$ cat config.mk
export PLATFORM = sky130hd
export DESIGN_NAME = ihbi_host_port
export DESIGN_NICKNAME = d
export VERILOG_FILES = /design/src/hw/ihbi_note_unused.sv /design/src/hw/ihbi_pkg.sv /design/src/hw/ihbi_host_port.sv /design/src/hw/ihbi_sync.sv
export SDC_FILE = /design/constraint.sdc
export NUM_CORES = 1
export LEC_CHECK = 0
export BUFFER_PORTS_ARGS = -buffer_cell sky130_fd_sc_hd__buf_2
export CAP_MARGIN = 5
export CORE_MARGIN = 4
export CORE_UTILIZATION = 28
export DETAILED_ROUTE_END_ITERATION = 12
export GPL_TIMING_DRIVEN = 1
export MAX_ROUTING_LAYER = met4
export PLACE_DENSITY = 0.49
export REMOVE_ABC_BUFFERS = 1
export SYNTH_ARGS = -nofsm -noshare
export SYNTH_HDL_FRONTEND = slang
export SYNTH_SLANG_ARGS = --single-unit
export TNS_END_PERCENT = 10
$ cat constraint.sdc
create_clock -name clock -period 1.26 [get_ports clock]
set_input_delay 0.252 -clock clock [delete_from_list [all_inputs] [get_ports clock]]
set_output_delay 0.252 -clock clock [all_outputs]
set_load 0.01 [all_outputs]
$ cat src/hw/ihbi_note_unused.sv
`timescale 1ns/10ps
`default_nettype none
`default_nettype wire

$ cat src/hw/ihbi_pkg.sv
package ihbi_pkg;

   localparam int IHBI_DATA_WIDTH = 8;
   localparam int IHBI_ADDR_WIDTH = 10;
   localparam int IHBI_PORTS      = 2;
   localparam int IHBI_IER_WIDTH  = 4;

   // bit positions in the synchroniser vector
   localparam int IHBI_SYNC_READ  = 0;
   localparam int IHBI_SYNC_WRITE = 1;
   localparam int IHBI_SYNC_AEN   = 2;
   localparam int IHBI_SYNC_DACK  = 3;
   localparam int IHBI_SYNC_PDACK = 4;
   localparam int IHBI_SYNC_TC    = 5;
   localparam int IHBI_SYNC_ADDR  = 6;
   localparam int IHBI_SYNC_DATA  = IHBI_SYNC_ADDR + IHBI_ADDR_WIDTH;
   localparam int IHBI_SYNC_WIDTH = IHBI_SYNC_DATA + IHBI_DATA_WIDTH;
   // strobes and acknowledges idle high, everything else low
   localparam logic [IHBI_SYNC_WIDTH-1:0] IHBI_SYNC_IDLE = 24'h00_001b;

   // serial port base addresses
   localparam logic [1:0] IHBI_COM1 = 2'h0;
   localparam logic [1:0] IHBI_COM2 = 2'h1;
   localparam logic [1:0] IHBI_COM3 = 2'h2;
   localparam logic [1:0] IHBI_COM4 = 2'h3;
   localparam logic [IHBI_ADDR_WIDTH-1:0] IHBI_COM1_BASE = 10'h3f8;
   localparam logic [IHBI_ADDR_WIDTH-1:0] IHBI_COM2_BASE = 10'h2f8;
   localparam logic [IHBI_ADDR_WIDTH-1:0] IHBI_COM3_BASE = 10'h3e8;
   localparam logic [IHBI_ADDR_WIDTH-1:0] IHBI_COM4_BASE = 10'h2e8;
   // serial and floppy windows are eight registers wide
   localparam logic [IHBI_ADDR_WIDTH-1:0] IHBI_WINDOW_MASK = 10'h3f8;
   localparam logic [2:0] IHBI_IER_OFFSET = 3'h1;
   localparam logic [2:0] IHBI_DOR_OFFSET = 3'h2;
   localparam int IHBI_DOR_IRQ_ENABLE_BIT = 3;
   localparam logic [IHBI_DATA_WIDTH-1:0] IHBI_DOR_RESET = 8'h00;
   localparam logic [IHBI_IER_WIDTH-1:0]  IHBI_IER_RESET = 4'h0;

   typedef enum logic [1:0] {
      IHBI_TC_AT,
      IHBI_TC_MODEL30,
      IHBI_TC_COMPAT
   } ihbi_tc_mode_type;

endpackage : ihbi_pkg

$ cat src/hw/ihbi_host_port.sv
`timescale 1ns/10ps
`default_nettype none

module ihbi_host_port
   import ihbi_pkg::*;
(
   input  wire logic                                      clock,
   input  wire logic                                      reset,
   input  wire logic [IHBI_DATA_WIDTH-1:0]                host_data_in,
   output logic      [IHBI_DATA_WIDTH-1:0]                host_data_out,
   output logic                                           host_data_oe,
   input  wire logic                                      read_strobe_n,
   input  wire logic                                      write_strobe_n,
   input  wire logic                                      address_enable,
   input  wire logic [IHBI_ADDR_WIDTH-1:0]                host_address,
   output logic                                           floppy_dma_request,
   input  wire logic                                      dma_acknowledge_n,
   input  wire logic                                      port_dma_acknowledge_n,
   input  wire logic                                      terminal_count,
   input  wire ihbi_tc_mode_type                          tc_mode,
   input  wire logic                                      adapter_variant,
   input  wire logic [IHBI_ADDR_WIDTH-1:0]                floppy_base,
   input  wire logic [IHBI_PORTS-1:0][1:0]                com_select,
   input  wire logic [IHBI_PORTS-1:0][IHBI_IER_WIDTH-1:0] serial_pending,
   input  wire logic                                      floppy_core_irq,
   input  wire logic                                      floppy_core_request,
   input  wire logic                                      floppy_last_byte,
   input  wire logic [IHBI_DATA_WIDTH-1:0]                io_read_data,
   input  wire logic [IHBI_DATA_WIDTH-1:0]                dma_read_data,
   output logic      [IHBI_ADDR_WIDTH-1:0]                io_address,
   output logic      [IHBI_DATA_WIDTH-1:0]                write_data,
   output logic                                           io_read,
   output logic                                           io_write,
   output logic                                           dma_read,
   output logic                                           dma_write,
   output logic                                           terminal_count_event,
   output logic      [IHBI_PORTS-1:0][IHBI_IER_WIDTH-1:0] serial_irq_enable_reg,
   output logic      [IHBI_DATA_WIDTH-1:0]                drive_output_reg,
   output logic                                           irq3,
   output logic                                           irq4,
   output logic                                           first_serial_irq,
   output logic                                           second_serial_irq,
   output logic                                           floppy_irq
);

   function automatic logic [IHBI_ADDR_WIDTH-1:0] com_base(input logic [1:0] sel);
      case (sel)
         IHBI_COM1: com_base = IHBI_COM1_BASE;
         IHBI_COM2: com_base = IHBI_COM2_BASE;
         IHBI_COM3: com_base = IHBI_COM3_BASE;
         default:   com_base = IHBI_COM4_BASE;
      endcase
   endfunction : com_base
   function automatic logic window_hit(input logic [IHBI_ADDR_WIDTH-1:0] addr,
                                       input logic [IHBI_ADDR_WIDTH-1:0] base);
      window_hit = (addr & IHBI_WINDOW_MASK) == (base & IHBI_WINDOW_MASK);
   endfunction : window_hit
   function automatic logic low_group(input logic [1:0] sel);
      low_group = (sel == IHBI_COM1) || (sel == IHBI_COM3);
   endfunction : low_group

   logic [IHBI_SYNC_WIDTH-1:0] sync_bus;
   logic [IHBI_ADDR_WIDTH-1:0] addr;
   logic [IHBI_DATA_WIDTH-1:0] data;
   logic                       read_n, write_n, aen, dack_n, pdack_n, tc_pin;
   logic                       prev_read_n, prev_write_n, prev_dack_n;
   logic                       read_fall, write_fall, write_rise, dack_fall, io_hit;
   logic                       read_active, read_is_dma, write_active, write_is_dma;
   logic                       prev_core_request, request_clear;
   logic                       tc_asserted, tc_accepted, prev_tc_accepted;
   logic [IHBI_PORTS-1:0]      serial_request;

   // pins come from the host's domain, so everything is synchronised first
   ihbi_sync #(
      .WIDTH (IHBI_SYNC_WIDTH),
      .IDLE  (IHBI_SYNC_IDLE)
   ) u_sync (
      .clock    (clock),
      .reset    (reset),
      .async_in ({host_data_in, host_address, terminal_count, port_dma_acknowledge_n,
                  dma_acknowledge_n, address_enable, write_strobe_n, read_strobe_n}),
      .sync_out (sync_bus)
   );

   assign {data, addr, tc_pin, pdack_n, dack_n, aen, write_n, read_n} = sync_bus;

   always_ff @(posedge clock) begin
      if (reset) begin
         prev_read_n  <= 1'b1;
         prev_write_n <= 1'b1;
         prev_dack_n  <= 1'b1;
      end else begin
         prev_read_n  <= read_n;
         prev_write_n <= write_n;
         prev_dack_n  <= dack_n;
      end
   end

   assign read_fall  = prev_read_n & ~read_n;
   assign write_fall = prev_write_n & ~write_n;
   assign write_rise = ~prev_write_n & write_n;
   assign dack_fall  = prev_dack_n & ~dack_n;

   // a dma cycle (aen high) never selects an io register
   assign io_hit = ~aen & (window_hit(addr, floppy_base)
                   | window_hit(addr, com_base(com_select[0]))
                   | window_hit(addr, com_base(com_select[1])));

   always_ff @(posedge clock) begin
      if (reset) begin
         io_address <= '0;
      end else if (read_fall || write_fall) begin
         io_address <= addr;
      end
   end

   // read cycle: the strobe's leading edge decides io or dma, strobe release ends it
   always_ff @(posedge clock) begin
      if (reset) begin
         read_active <= 1'b0;
         read_is_dma <= 1'b0;
         io_read     <= 1'b0;
         dma_read    <= 1'b0;
      end else begin
         io_read  <= read_fall & io_hit;
         dma_read <= read_fall & ~dack_n;
         if (read_fall) begin
            read_active <= io_hit | ~dack_n;
            read_is_dma <= ~dack_n;
         end else if (read_n) begin
            read_active <= 1'b0;
         end
      end
   end

   // drive only while a claimed read is in progress
   always_ff @(posedge clock) begin
      if (reset) begin
         host_data_oe  <= 1'b0;
         host_data_out <= '0;
      end else begin
         host_data_oe  <= read_active & ~read_n;
         host_data_out <= read_is_dma ? dma_read_data : io_read_data;
      end
   end

   // write data is taken at the trailing edge, where the host guarantees it valid
   always_ff @(posedge clock) begin
      if (reset) begin
         write_active <= 1'b0;
         write_is_dma <= 1'b0;
         write_data   <= '0;
         io_write     <= 1'b0;
         dma_write    <= 1'b0;
      end else begin
         io_write  <= write_rise & write_active & ~write_is_dma;
         dma_write <= write_rise & write_active & write_is_dma;
         if (write_fall) begin
            write_active <= io_hit | ~dack_n;
            write_is_dma <= ~dack_n;
         end else if (write_rise) begin
            write_active <= 1'b0;
            write_data   <= data;
         end
      end
   end

   // drive output register: only the irq enable bit is used here
   always_ff @(posedge clock) begin
      if (reset) begin
         drive_output_reg <= IHBI_DOR_RESET;
      end else if (io_write && window_hit(io_address, floppy_base)
                   && io_address[$bits(IHBI_DOR_OFFSET)-1:0] == IHBI_DOR_OFFSET) begin
         drive_output_reg <= write_data;
      end
   end

   // the floppy core's request rising starts a request; the last byte ends it at an acknowledge fall or a read strobe under acknowledge
   assign request_clear = floppy_last_byte & (dack_fall | (read_fall & ~prev_dack_n));
   always_ff @(posedge clock) begin
      if (reset) begin
         prev_core_request  <= 1'b0;
         floppy_dma_request <= 1'b0;
      end else begin
         prev_core_request  <= floppy_core_request;
         floppy_dma_request <= (floppy_core_request & ~prev_core_request)
                               | (floppy_dma_request & ~request_clear);
      end
   end

   assign tc_asserted = (tc_mode == IHBI_TC_COMPAT) ? ~tc_pin : tc_pin;
   assign tc_accepted = tc_asserted & (~dack_n | ~pdack_n);

   always_ff @(posedge clock) begin
      if (reset) begin
         prev_tc_accepted     <= 1'b0;
         terminal_count_event <= 1'b0;
      end else begin
         prev_tc_accepted     <= tc_accepted;
         terminal_count_event <= tc_accepted & ~prev_tc_accepted;
      end
   end

   genvar port;
   generate
      for (port = 0; port < IHBI_PORTS; port++) begin : g_serial
         always_ff @(posedge clock) begin
            if (reset) begin
               serial_irq_enable_reg[port] <= IHBI_IER_RESET;
            end else if (io_write && window_hit(io_address, com_base(com_select[port]))
                         && io_address[$bits(IHBI_IER_OFFSET)-1:0] == IHBI_IER_OFFSET) begin
               serial_irq_enable_reg[port] <= write_data[IHBI_IER_WIDTH-1:0];
            end
         end
         // pending clears in the uart once serviced, so the request follows it
         assign serial_request[port] = |(serial_pending[port]
                                         & serial_irq_enable_reg[port]);
      end
   endgenerate

   always_ff @(posedge clock) begin
      if (reset) begin
         irq3              <= 1'b0;
         irq4              <= 1'b0;
         first_serial_irq  <= 1'b0;
         second_serial_irq <= 1'b0;
         floppy_irq        <= 1'b0;
      end else begin
         irq4 <= ~adapter_variant & ((serial_request[0] & low_group(com_select[0]))
                                   | (serial_request[1] & low_group(com_select[1])));
         irq3 <= ~adapter_variant & ((serial_request[0] & ~low_group(com_select[0]))
                                   | (serial_request[1] & ~low_group(com_select[1])));
         first_serial_irq  <= adapter_variant & serial_request[0];
         second_serial_irq <= adapter_variant & serial_request[1];
         floppy_irq <= floppy_core_irq & drive_output_reg[IHBI_DOR_IRQ_ENABLE_BIT];
      end
   end

   AST_BUS_FLOATS_IDLE: assert property (@(posedge clock) disable iff (reset)
      (read_n && prev_read_n) |=> !host_data_oe)
      else $error("data bus driven with no read in progress");
   AST_AEN_BLOCKS_IO: assert property (@(posedge clock) disable iff (reset)
      (read_fall && aen) |=> !io_read)
      else $error("io read issued during a dma cycle");
   AST_ADDRESS_CAPTURED: assert property (@(posedge clock) disable iff (reset)
      (read_fall || write_fall) |=> (io_address == $past(addr)))
      else $error("address not captured on strobe leading edge");
   AST_REQUEST_CLEARS: assert property (@(posedge clock) disable iff (reset)
      (floppy_last_byte && dack_fall && !(floppy_core_request && !prev_core_request))
      |=> !floppy_dma_request)
      else $error("dma request not cleared on last byte");
   AST_DMA_NEEDS_ACK: assert property (@(posedge clock) disable iff (reset)
      (dma_read || dma_write) |-> ($past(!dack_n) || $past(write_is_dma)))
      else $error("dma transfer without acknowledge");
   AST_TC_NEEDS_ACK: assert property (@(posedge clock) disable iff (reset)
      terminal_count_event |-> $past(!dack_n || !pdack_n))
      else $error("terminal count taken without acknowledge");
   AST_TC_POLARITY: assert property (@(posedge clock) disable iff (reset)
      ($past(tc_mode) == IHBI_TC_COMPAT && $past(tc_pin)) |-> !terminal_count_event)
      else $error("terminal count taken at wrong polarity");
   AST_ROUTE_IRQ4: assert property (@(posedge clock) disable iff (reset)
      (!adapter_variant && serial_request[0] && com_select[0] == IHBI_COM3) |=> irq4)
      else $error("com3 interrupt not routed to irq4");
   AST_ROUTE_IRQ3: assert property (@(posedge clock) disable iff (reset)
      (!adapter_variant && serial_request[1] && com_select[1] == IHBI_COM2) |=> irq3)
      else $error("com2 interrupt not routed to irq3");
   AST_IRQ_GATED: assert property (@(posedge clock) disable iff (reset)
      (serial_irq_enable_reg == '0) |=> !(irq3 || irq4 || first_serial_irq || second_serial_irq))
      else $error("serial interrupt with no source enabled");
   AST_ADAPTER_PINS: assert property (@(posedge clock) disable iff (reset)
      adapter_variant |=> (!irq3 && !irq4 && first_serial_irq == $past(serial_request[0])))
      else $error("adapter variant used shared interrupt pins");
   AST_FLOPPY_IRQ_GATE: assert property (@(posedge clock) disable iff (reset)
      !drive_output_reg[IHBI_DOR_IRQ_ENABLE_BIT] |=> !floppy_irq)
      else $error("floppy interrupt while disabled");

endmodule : ihbi_host_port

`default_nettype wire

$ cat src/hw/ihbi_sync.sv
`timescale 1ns/10ps
`default_nettype none

// two-stage synchroniser; stage one feeds stage two only
module ihbi_sync #(
   parameter int                WIDTH = 1,
   parameter logic [WIDTH-1:0] IDLE  = '0
) (
   input  wire logic             clock,
   input  wire logic             reset,
   input  wire logic [WIDTH-1:0] async_in,
   output logic      [WIDTH-1:0] sync_out
);

   logic [WIDTH-1:0] stage_one;

   always_ff @(posedge clock) begin
      if (reset) begin
         stage_one <= IDLE;
         sync_out  <= IDLE;
      end else begin
         stage_one <= async_in;
         sync_out  <= stage_one;
      end
   end

endmodule : ihbi_sync

`default_nettype wire

# Word level (Yosys, flattened, before mapping)
# Cells that the tools add are included.
# Widths: inputs -> output; s select.
# word_totals
register_bits	111
out_inout_bits	54
# op_classes
eq_ne	13
bitwise	52
n_mux	10
reduce_logical	16
# ops
op	n
$pmux 9 s3	2
$eq 7x7->1	6
$and 1x1->1	26
$mux 10	2
$not 1->1	16
$and 4x4->4	2
$mux 8	1
$or 1x1->1	8
$reduce_or 4->1	2
$eq 2x2->1 const B	3
$logic_and 1x1->1	6
$mux 1	5
$eq 2x1->1 const B	2
$logic_not 2->1	2
$reduce_bool 2->1	2
$eq 3x1->1 const B	1
$eq 3x2->1 const B	1
$logic_or 1x1->1	3
$reduce_and 2->1	1

# Longest topological paths before layout
# Gate-level depths: netlist (run 1).
# depth
depth_word	8
ltp_mapped	5
depth_no_buf	5

# Hierarchy
# Synthesis (run 1) repeated with hierarchy kept, for this count alone.
# hier_totals
hier_cells	348
hier_area_um2	3868.7
# modules_own_cells
mod	instances	seq_area_each_um2	cells_per_inst	area_per_inst_um2
ihbi_host_port	1	1261.2	247	2570.0
ihbi_sync	1	960.9	101	1298.7

# Least setup slack after synthesis (run 1)
# OpenSTA, ideal clock, no wires.
# synth_timing
path_type	register to register
startpoint	register io_address[2]
endpoint	register drive_output_reg[0]
arrival_ps	1236
period_less_slack_ps	1364
path_slack_ps	-104
stages_incl_launch_ff	6
path_cell_list	dfxtp_1 > and4bb_2 > nand4_4 > nor2_8 > mux2i_1 > nor2_1
# synth_between
elab_chain_cells	2
# synth_rtl
element	line	source
from (decl)	ihbi_host_port.sv:30	output logic [IHBI_ADDR_WIDTH-1:0] io_address,
from (signal assigned)	ihbi_host_port.sv:113	io_address <= addr;
$eq 3x2->1	ihbi_host_port.sv:173	&& io_address[$bits(IHBI_DOR_OFFSET)-1:0] == IHBI_DOR_OFFSET) begin
$logic_and 1x1->1	ihbi_host_port.sv:173	
to (signal assigned)	ihbi_host_port.sv:174	drive_output_reg <= write_data;
to (decl)	ihbi_host_port.sv:38	output logic [IHBI_DATA_WIDTH-1:0] drive_output_reg,
# Every way passes these cells.
# A chain may end at the register's enable or synchronous reset.

# Worst setup path in the final report (run 1)
# layout_timing
startpoint	register io_address[9]
endpoint	register drive_output_reg[5]
# layout_between
elab_chain_cells	3
# layout_rtl
element	line	source
$eq 7x7->1	ihbi_host_port.sv:56	window_hit = (addr & IHBI_WINDOW_MASK) == (base & IHBI_WINDOW_MASK);
$logic_and 1x1->1	ihbi_host_port.sv:172	end else if (io_write && window_hit(io_address, floppy_base)
$logic_and 1x1->1	ihbi_host_port.sv:173	
# Every way passes these cells.

==> results of run 1 <==
[layout make-up]
cell class / count / area (um2)
multi-input combinational: 219 / 1660
clock buffer: 11 / 243
tap: 176 / 220
inverter: 5 / 18.8
sequential: 111 / 2240
clock inverter: 5 / 81.3
fill: 1363 / 7960
timing repair buffer: 158 / 930
[critical path, delay by kind of cell, from the launching register on]
| family | cells | cell delay, ps |
|---|---|---|
| simple gates | 3 | 470 |
| xor+xnor | 1 | 250 |
| flops | 1 | 340 |
| mux | 1 | 220 |
[synthesized netlist by cell type, types with 2 or more instances]
master    count
dfxtp_1     111
nand4_1       2
nand2b_1      2
nor3_1        3
xnor2_1       8
nand4_4       2
clkbuf_1     12
nor4_1        2
or2_2        10
a21oi_1       4
nor2b_1      47
nor2_1       52
ha_1          2
a211oi_1      3
xor2_1       15
mux2i_1      43
inv_1         5
nand3_2       2
a221oi_1      2
nand2_1       4
a22o_1        2
[power groups by stage]
| stage | Sequential [W] | Clock, W | Combinational, W |
|---|---|---|---|
| 2_1_floorplan | 0.00375 | 0 | 0.000190 |
| 3_3_place_gp | 0.00374 | 0 | 0.000491 |
| 3_5_place_dp | 0.00374 | 0 | 0.000499 |
| 4_1_cts | 0.00366 | 0.00319 | 0.000510 |
| 5_1_grt | 0.00368 | 0.00333 | 0.000575 |
| 6_report | 0.00366 | 0.00308 | 0.000519 |
[metal layers]
layer,track usage,wire length [um]
met2,0.156,3700
met1,0.155,4010
met5,-,0
met4,0.0536,184
met3,0.0392,657
[per-stage QoR]
step                cells  power, W  utilization
CTS                   684   0.00736        0.397
finish                685   0.00726        0.404
floorplan             335   0.00394            -
detailed placement    669   0.00424        0.370
global route          685   0.00758        0.404
global placement      669   0.00423        0.370
[cell families (layout without fill, tap and decap cells)]
logic type                 Yosys count  count (layout)
AOI/OAI and AO/OA                   16              16
xor gates and xnor gates            23              23
adders and majority gates            2               2
buffers and inverters               18             179
DFF                                111             111
muxes                               43              43
and+or+nand+nor                    135             135
[worst max path at each step]
stage	from	to	slack, ps	cells after the start
finish	io_address[9]$_SDFFE_PP0P_	drive_output_reg[5]$_SDFFE_PP0P_	-150	5
global placement	floppy_base[8]	read_active$_SDFFE_PP0P_	-260	7
CTS	io_address[6]$_SDFFE_PP0P_	drive_output_reg[5]$_SDFFE_PP0P_	-200	5
floorplan	io_address[2]$_SDFFE_PP0P_	drive_output_reg[0]$_SDFFE_PP0P_	-90	5
global route	io_address[2]$_SDFFE_PP0P_	drive_output_reg[0]$_SDFFE_PP0P_	-250	5
detailed placement	floppy_base[8]	read_active$_SDFFE_PP0P_	-300	7
[what timing repair did]
| item | CTS | global route |
|---|---|---|
| resized for setup | 15 | 18 |
| setup endpoints to repair | 32 | 36 |
| endpoints found under the hold margin | 0 | 0 |
| pin swaps | 10 | 10 |
| buffers inserted | 0 | 1 |
==> key figures, run 1 <==
Timing
  • Unrepaired setup endpoints after global routing: true
  • Final Hold Vio Count: 0
  • Final setup violation count: 17
  • Worst-Margin Slew: 479 ps
  • Hold_ws: 82.5 ps
  • Slew HR: 0.680
  • Final worst slack: -150 ps
  • Crit share post-route: 1.12
  • Max Slew Vio Count: 0
  • TNS Setup: -2020 ps
  • Fin crit period: 1410 ps
  • Peak Freq: 709 MHz
  • Fin Clk Skew: 10.3 ps

Route
  • WL/cell: 12.5 um
  • Initial DRC Count: 97
  • Via count: 2865
  • Antenna Nets Post-Route: 0
  • DRT Wirelength: 8560 um
  • DRT Pass-1 Iters: 4
  • Vias per inst: 4.18
  • DRC: 0

Finish
  • Most frequent cells in the layout: buf_2, dfxtp_1, nor2_1
  • Most common cell after layout, fill and taps aside: buf_2
  • Layout net count: 576
  • Top Registers: u_sync.stage_one x24, u_sync.sync_out x24, io_address x10
  • Final instance area: 5390 um2
  • Fraction of layout cells with a size suffix above 1: 0.436
  • P&R area growth vs syn: 40.2%
  • Diode count: 0

Outcome
  • Failing checks: negative setup slack
  • Status: complete, but fails checks

Synthesis
  • Asr flop ratio synth: 0
  • Post-synthesis instance total: 348
  • Sequential area share after synthesis: 0.578
  • Cell Area, Synth: 3850 um2
  • Post-synthesis mux area share: 0.112
  • Synth area leader: dfxtp_1
  • Synth top area share: 0.578
  • Syn. warnings: 0
  • Main combinational cell family by area after synthesis: simple AND/OR/NAND/NOR gates
  • Ys flop type: dfxtp_1
  • Post-synth EDFFs: 0
  • Synth Area in Simple Gates: 0.205
  • #FFs+latches synth: 111
  • Syn_area_per_cell: 11.1 um2
  • Synth Area in XOR/XNOR: 0.0524
  • Synth cell types: 36
  • Top cells by area, synth: dfxtp_1, mux2i_1, nor2b_1
  • Synth Area in Adders: 0.00651
  • Complex-gate fraction of the synthesized area: 0.0286

Worst setup path
  • Slowest stage delay, CP: 340 ps
  • Worst R2R End: drive_output_reg[5]$_SDFFE_PP0P_
  • WP data arrival: 1650 ps
  • Max stage delay cell, worst path: dfxtp_2
  • Crit end category: flip-flop
  • Crit Path Class: flip-flop to flip-flop
  • R2r setup slk: -150 ps
  • Worst-path fanout max: 8
  • RR Startpoint: io_address[9]$_SDFFE_PP0P_
  • Worst endpoint required time: 1500 ps
  • Worst setup SP type: flip-flop
  • Cell chain of the critical path: xnor2_1 -> nand4_4 -> nor2_8 -> mux2i_1 -> nor2_1
  • Reg2Reg Depth: 5

Clock network
  • Deepest level of the CTS H-tree: 3
  • Clock Sinks: 111
  • CTS Buf Count: 9
  • Worst-skew pair later-pin latency: 350 ps
  • Clk buf depth: 2
  • CTS tree: built
  • Clock-pin slew on the worst setup and hold paths: 70 ps
  • Clock tree root buffer cell: clkbuf_16
  • Hold buffer count at CTS: 0

Power and ir drop
  • Internal: 0.00569 W
  • Reg power frac: 0.504
  • Switch Pwr: 0.00156 W
  • PD cells: 1350 nW/um2
  • Net Sw Frac: 0.216
  • Comb pwr share: 0.071
  • Lkg Pwr: 2.51 nW
  • Clk network pwr share: 0.424
  • Worst vdd ir: 0.702 mV

Worst hold path
  • Hold EP: u_sync.stage_one[3]$_SDFF_PP1_
  • Hold depth: 2
  • Hold Crit Class: primary input to flip-flop
  • Hold path start: dma_acknowledge_n

Global routing
  • Global route total overflow: 0
  • Antenna violations before repair: 0
  • Vias in the first global route: 2818
  • First-pass GRT wire length: 14100 um
  • Largest net degree at the start of global routing: 58
  • Total GRT Usage: 0.115

Place
  • Place WS: -297 ps
  • Routability cong.: 0.767
  • Input/output buffers: 120
  • Cell area after placement: 4940 um2
  • Hpwl dp: 6260 um

Floorplanning
  • Chip height: 125 um
  • Initial core utilization: 0.288
  • Core area: 13300 um2
  • Die X: 125 um
  • Core Rows: 42
  • Top Ports: 124
  • Die area: 15700 um2

Flow run
  • Maxcap violations: 0
(Power assumes the default switching activity.)
==> run 2: changes to the inputs <==
Settings changed: ABC_AREA set to 1, CORE_MARGIN 4 to 2, CORE_UTILIZATION 28 to 30, PLACE_DENSITY 0.49 to 0.51.
==> run 2 against run 1 <==
  * The run still ends with negative setup slack left
  * Via count grew 21%
  * Area after synthesis up 5.7%
  * Synthesized cell count up 47%
  * Fmax is 5.1% higher
  * Clock skew shrank 4.4 ps
  * Clock power decreased by 13%
  * Worst hold slack barely moved
  * Highest routed layer unchanged
==> key figures, run 2 <==
Synthesis
  • Syn_area_per_cell: 7.92 um2
  • Ys flop type: dfxtp_1
  • Top cells by area, synth: dfxtp_1, nor2_1, nand2_1
  • Post-synthesis mux area share: 0
  • Post-synthesis instance total: 513
  • Synth top cells by count: dfxtp_1, nor2_1, nand2_1, inv_1, o21ai_0
  • Synth top area share: 0.547
  • Most numerous cell in the Yosys netlist: dfxtp_1
  • Synth area leader: dfxtp_1
  • Syn. warnings: 0
  • Main combinational cell family by area after synthesis: simple AND/OR/NAND/NOR gates
  • Synth Area in Adders: 0.00616
  • Sequential area share after synthesis: 0.547
  • Post-synth EDFFs: 0
  • Cell Area, Synth: 4060 um2
  • #FFs+latches synth: 111
  • Synth Area in XOR/XNOR: 0.0280
  • Asr flop ratio synth: 0
  • Synth Area in Simple Gates: 0.257
  • Synth cell types: 32
  • Complex-gate fraction of the synthesized area: 0.0687

Finish
  • P&R area growth vs syn: 36.9%
  • Fraction of layout cells with a size suffix above 1: 0.357
  • Most common cell after layout, fill and taps aside: buf_2
  • Filler cells: 1400
  • Most frequent cells in the layout: buf_2, dfxtp_1, nor2_1
  • Diode count: 0
  • Layout net count: 740
  • Top Registers: u_sync.stage_one x24, u_sync.sync_out x24, io_address x10

Worst setup path
  • Critical Path Most Common Cell: buf_4
  • Worst endpoint required time: 1010 ps
  • Cell chain of the critical path: buf_4 -> buf_4 -> buf_2
  • Slowest stage delay, CP: 360 ps
  • Buf+Inv Stages, Crit Path: 3
  • Worst-path fanout max: 3
  • Top Family by Delay on Critical Path: buffers and inverters
  • Max stage delay cell, worst path: dfxtp_4
  • Crit end category: output pin
  • WP data arrival: 1090 ps
  • Crit Path Class: flip-flop to output pin
  • R2r setup slk: -80 ps
  • Worst setup SP type: flip-flop

Power and ir drop
  • Total Power: 0.00710 W
  • Lkg Pwr: 2.77 nW
  • PD cells: 1280 nW/um2
  • Worst vdd ir: 0.605 mV

Route
  • Via count: 3467
  • WL/cell: 10.8 um
  • DRT Pass-1 Iters: 4
  • Initial DRC Count: 81
  • Vias per inst: 4.08
  • Antenna Nets Post-Route: 0
  • DRC: 0
  • DRT Wirelength: 9170 um

Place
  • Hpwl dp: 6920 um
  • Input/output buffers: 120
  • Place WS: -160 ps
  • Routability cong.: 0.798

Timing
  • Unrepaired setup endpoints after global routing: true
  • Worst-Margin Slew: 260 ps
  • Peak Freq: 746 MHz
  • Final worst slack: -80.7 ps
  • Slew HR: 0.825
  • Fin crit period: 1340 ps
  • Final setup violation count: 13
  • Max Slew Vio Count: 0
  • Crit share post-route: 1.06
  • Final Hold Vio Count: 0
  • Hold_ws: 82.4 ps
  • TNS Setup: -935 ps
  • Fin Clk Skew: 5.84 ps

Flow run
  • Maxcap violations: 0

Floorplanning
  • Top Ports: 124
  • Die X: 120 um
  • Chip height: 120 um
  • Core area: 13200 um2
  • Initial core utilization: 0.307
  • Core Rows: 42
  • Die area: 14500 um2

Global routing
  • Antenna violations before repair: 0
  • Total GRT Usage: 0.136
  • GR Util met2: 0.218
  • First-pass GRT wire length: 15100 um
  • Gr busiest metal: met2
  • Global route total overflow: 0
  • Met1 Usage GRT: 0.161
  • Vias in the first global route: 3260
  • Largest net degree at the start of global routing: 34
  • GRT met3 Usage: 0.0302

Clock network
  • Clock-pin slew on the worst setup and hold paths: 70 ps
  • Clock tree root buffer cell: clkbuf_16
  • CTS Buf Count: 9
  • CTS tree: built
  • Deepest level of the CTS H-tree: 3
  • Clk buf depth: 2
  • Worst-skew pair later-pin latency: 350 ps
  • Clock Sinks: 111
  • Hold buffer count at CTS: 0

Outcome
  • Failing checks: negative setup slack
  • Status: complete, but fails checks

Worst hold path
  • Hold Crit Class: primary input to flip-flop
## run 2: changes by cell type after synthesis, moves of 18 or more
cell | before | now
nand2_1 | 4 | 81
inv_1 | 5 | 79
nor2b_1 | 47 | 0
mux2i_1 | 43 | 0
nor2_1 | 52 | 90
o21ai_0 | 1 | 29
nand3_1 | 0 | 19
a21oi_1 | 4 | 22
## run 2: routing by layer
| layer | up-vias | share of wire |
|---|---|---|
| li1 | 1870 | - |
| met1 | 1494 | 0.46 |
| met2 | 85 | 0.46 |
| met3 | 18 | 0.060 |
| met4 | 0 | 0.023 |
| met5 | - | 0 |
## run 2: cells by family after synthesis
logic type	after synthesis
AO/OA/AOI/OAI	54
XOR/XNOR	13
adder cells (fa/ha/maj)	2
buffers and inverters	97
flip-flops	111
AND/OR/NAND/NOR	236
## run 2: layout make-up
cell class                      count  area [um2]  share of cell area
Inverter                           81         304              0.0547
Tap cell                          176         220              0.0396
Timing Repair Buffer              160         958               0.172
Multi-Input combinational cell    305        1540               0.277
Sequential cell                   111        2250               0.405
Clock buffer                       12         256              0.0461
Clock inverter                      4        27.5             0.00495
## run 2: worst reg2reg max path: cells and delay by family (launching register included)
family	cells	cell delay, ps
flops	1	410
xor+xnor	1	130
buf+inv	1	150
simple gates	5	600
## run 2: where the power goes
group	switching, W	total (W)	internal [W]
clock	0.00124	0.00269	0.00145
combinational	0.000352	0.000683	0.000330
sequential	0.0000754	0.00372	0.00364
## run 2: final timing paths
check / startpoint / end / cells past startpoint
max: io_address[5]$_SDFFE_PP0P_ / io_address[5] / 3
min: port_dma_acknowledge_n / u_sync.stage_one[4]$_SDFF_PP1_ / 2
max reg2reg: io_address[6]$_SDFFE_PP0P_ / drive_output_reg[3]$_SDFFE_PP0P_ / 7
min reg2reg: u_sync.stage_one[11]$_SDFF_PP0_ / u_sync.sync_out[11]$_SDFF_PP0_ / 2
## run 2: what timing repair did
action / 4_1_cts / 5_1_grt
hold endpoints to repair: 0 / 0
resized for setup: 19 / 24
endpoints found under the setup margin: 26 / 33
pin swaps: 5 / 4
buffers inserted: 4 / 2
## run 2: through the flow
stage	instances	cell area, um2	util
floorplan	497	3990	-
global placement	827	5100	0.385
detailed placement	827	5100	0.385
CTS	847	5480	0.414
global route	849	5560	0.420
finish	849	5560	0.420
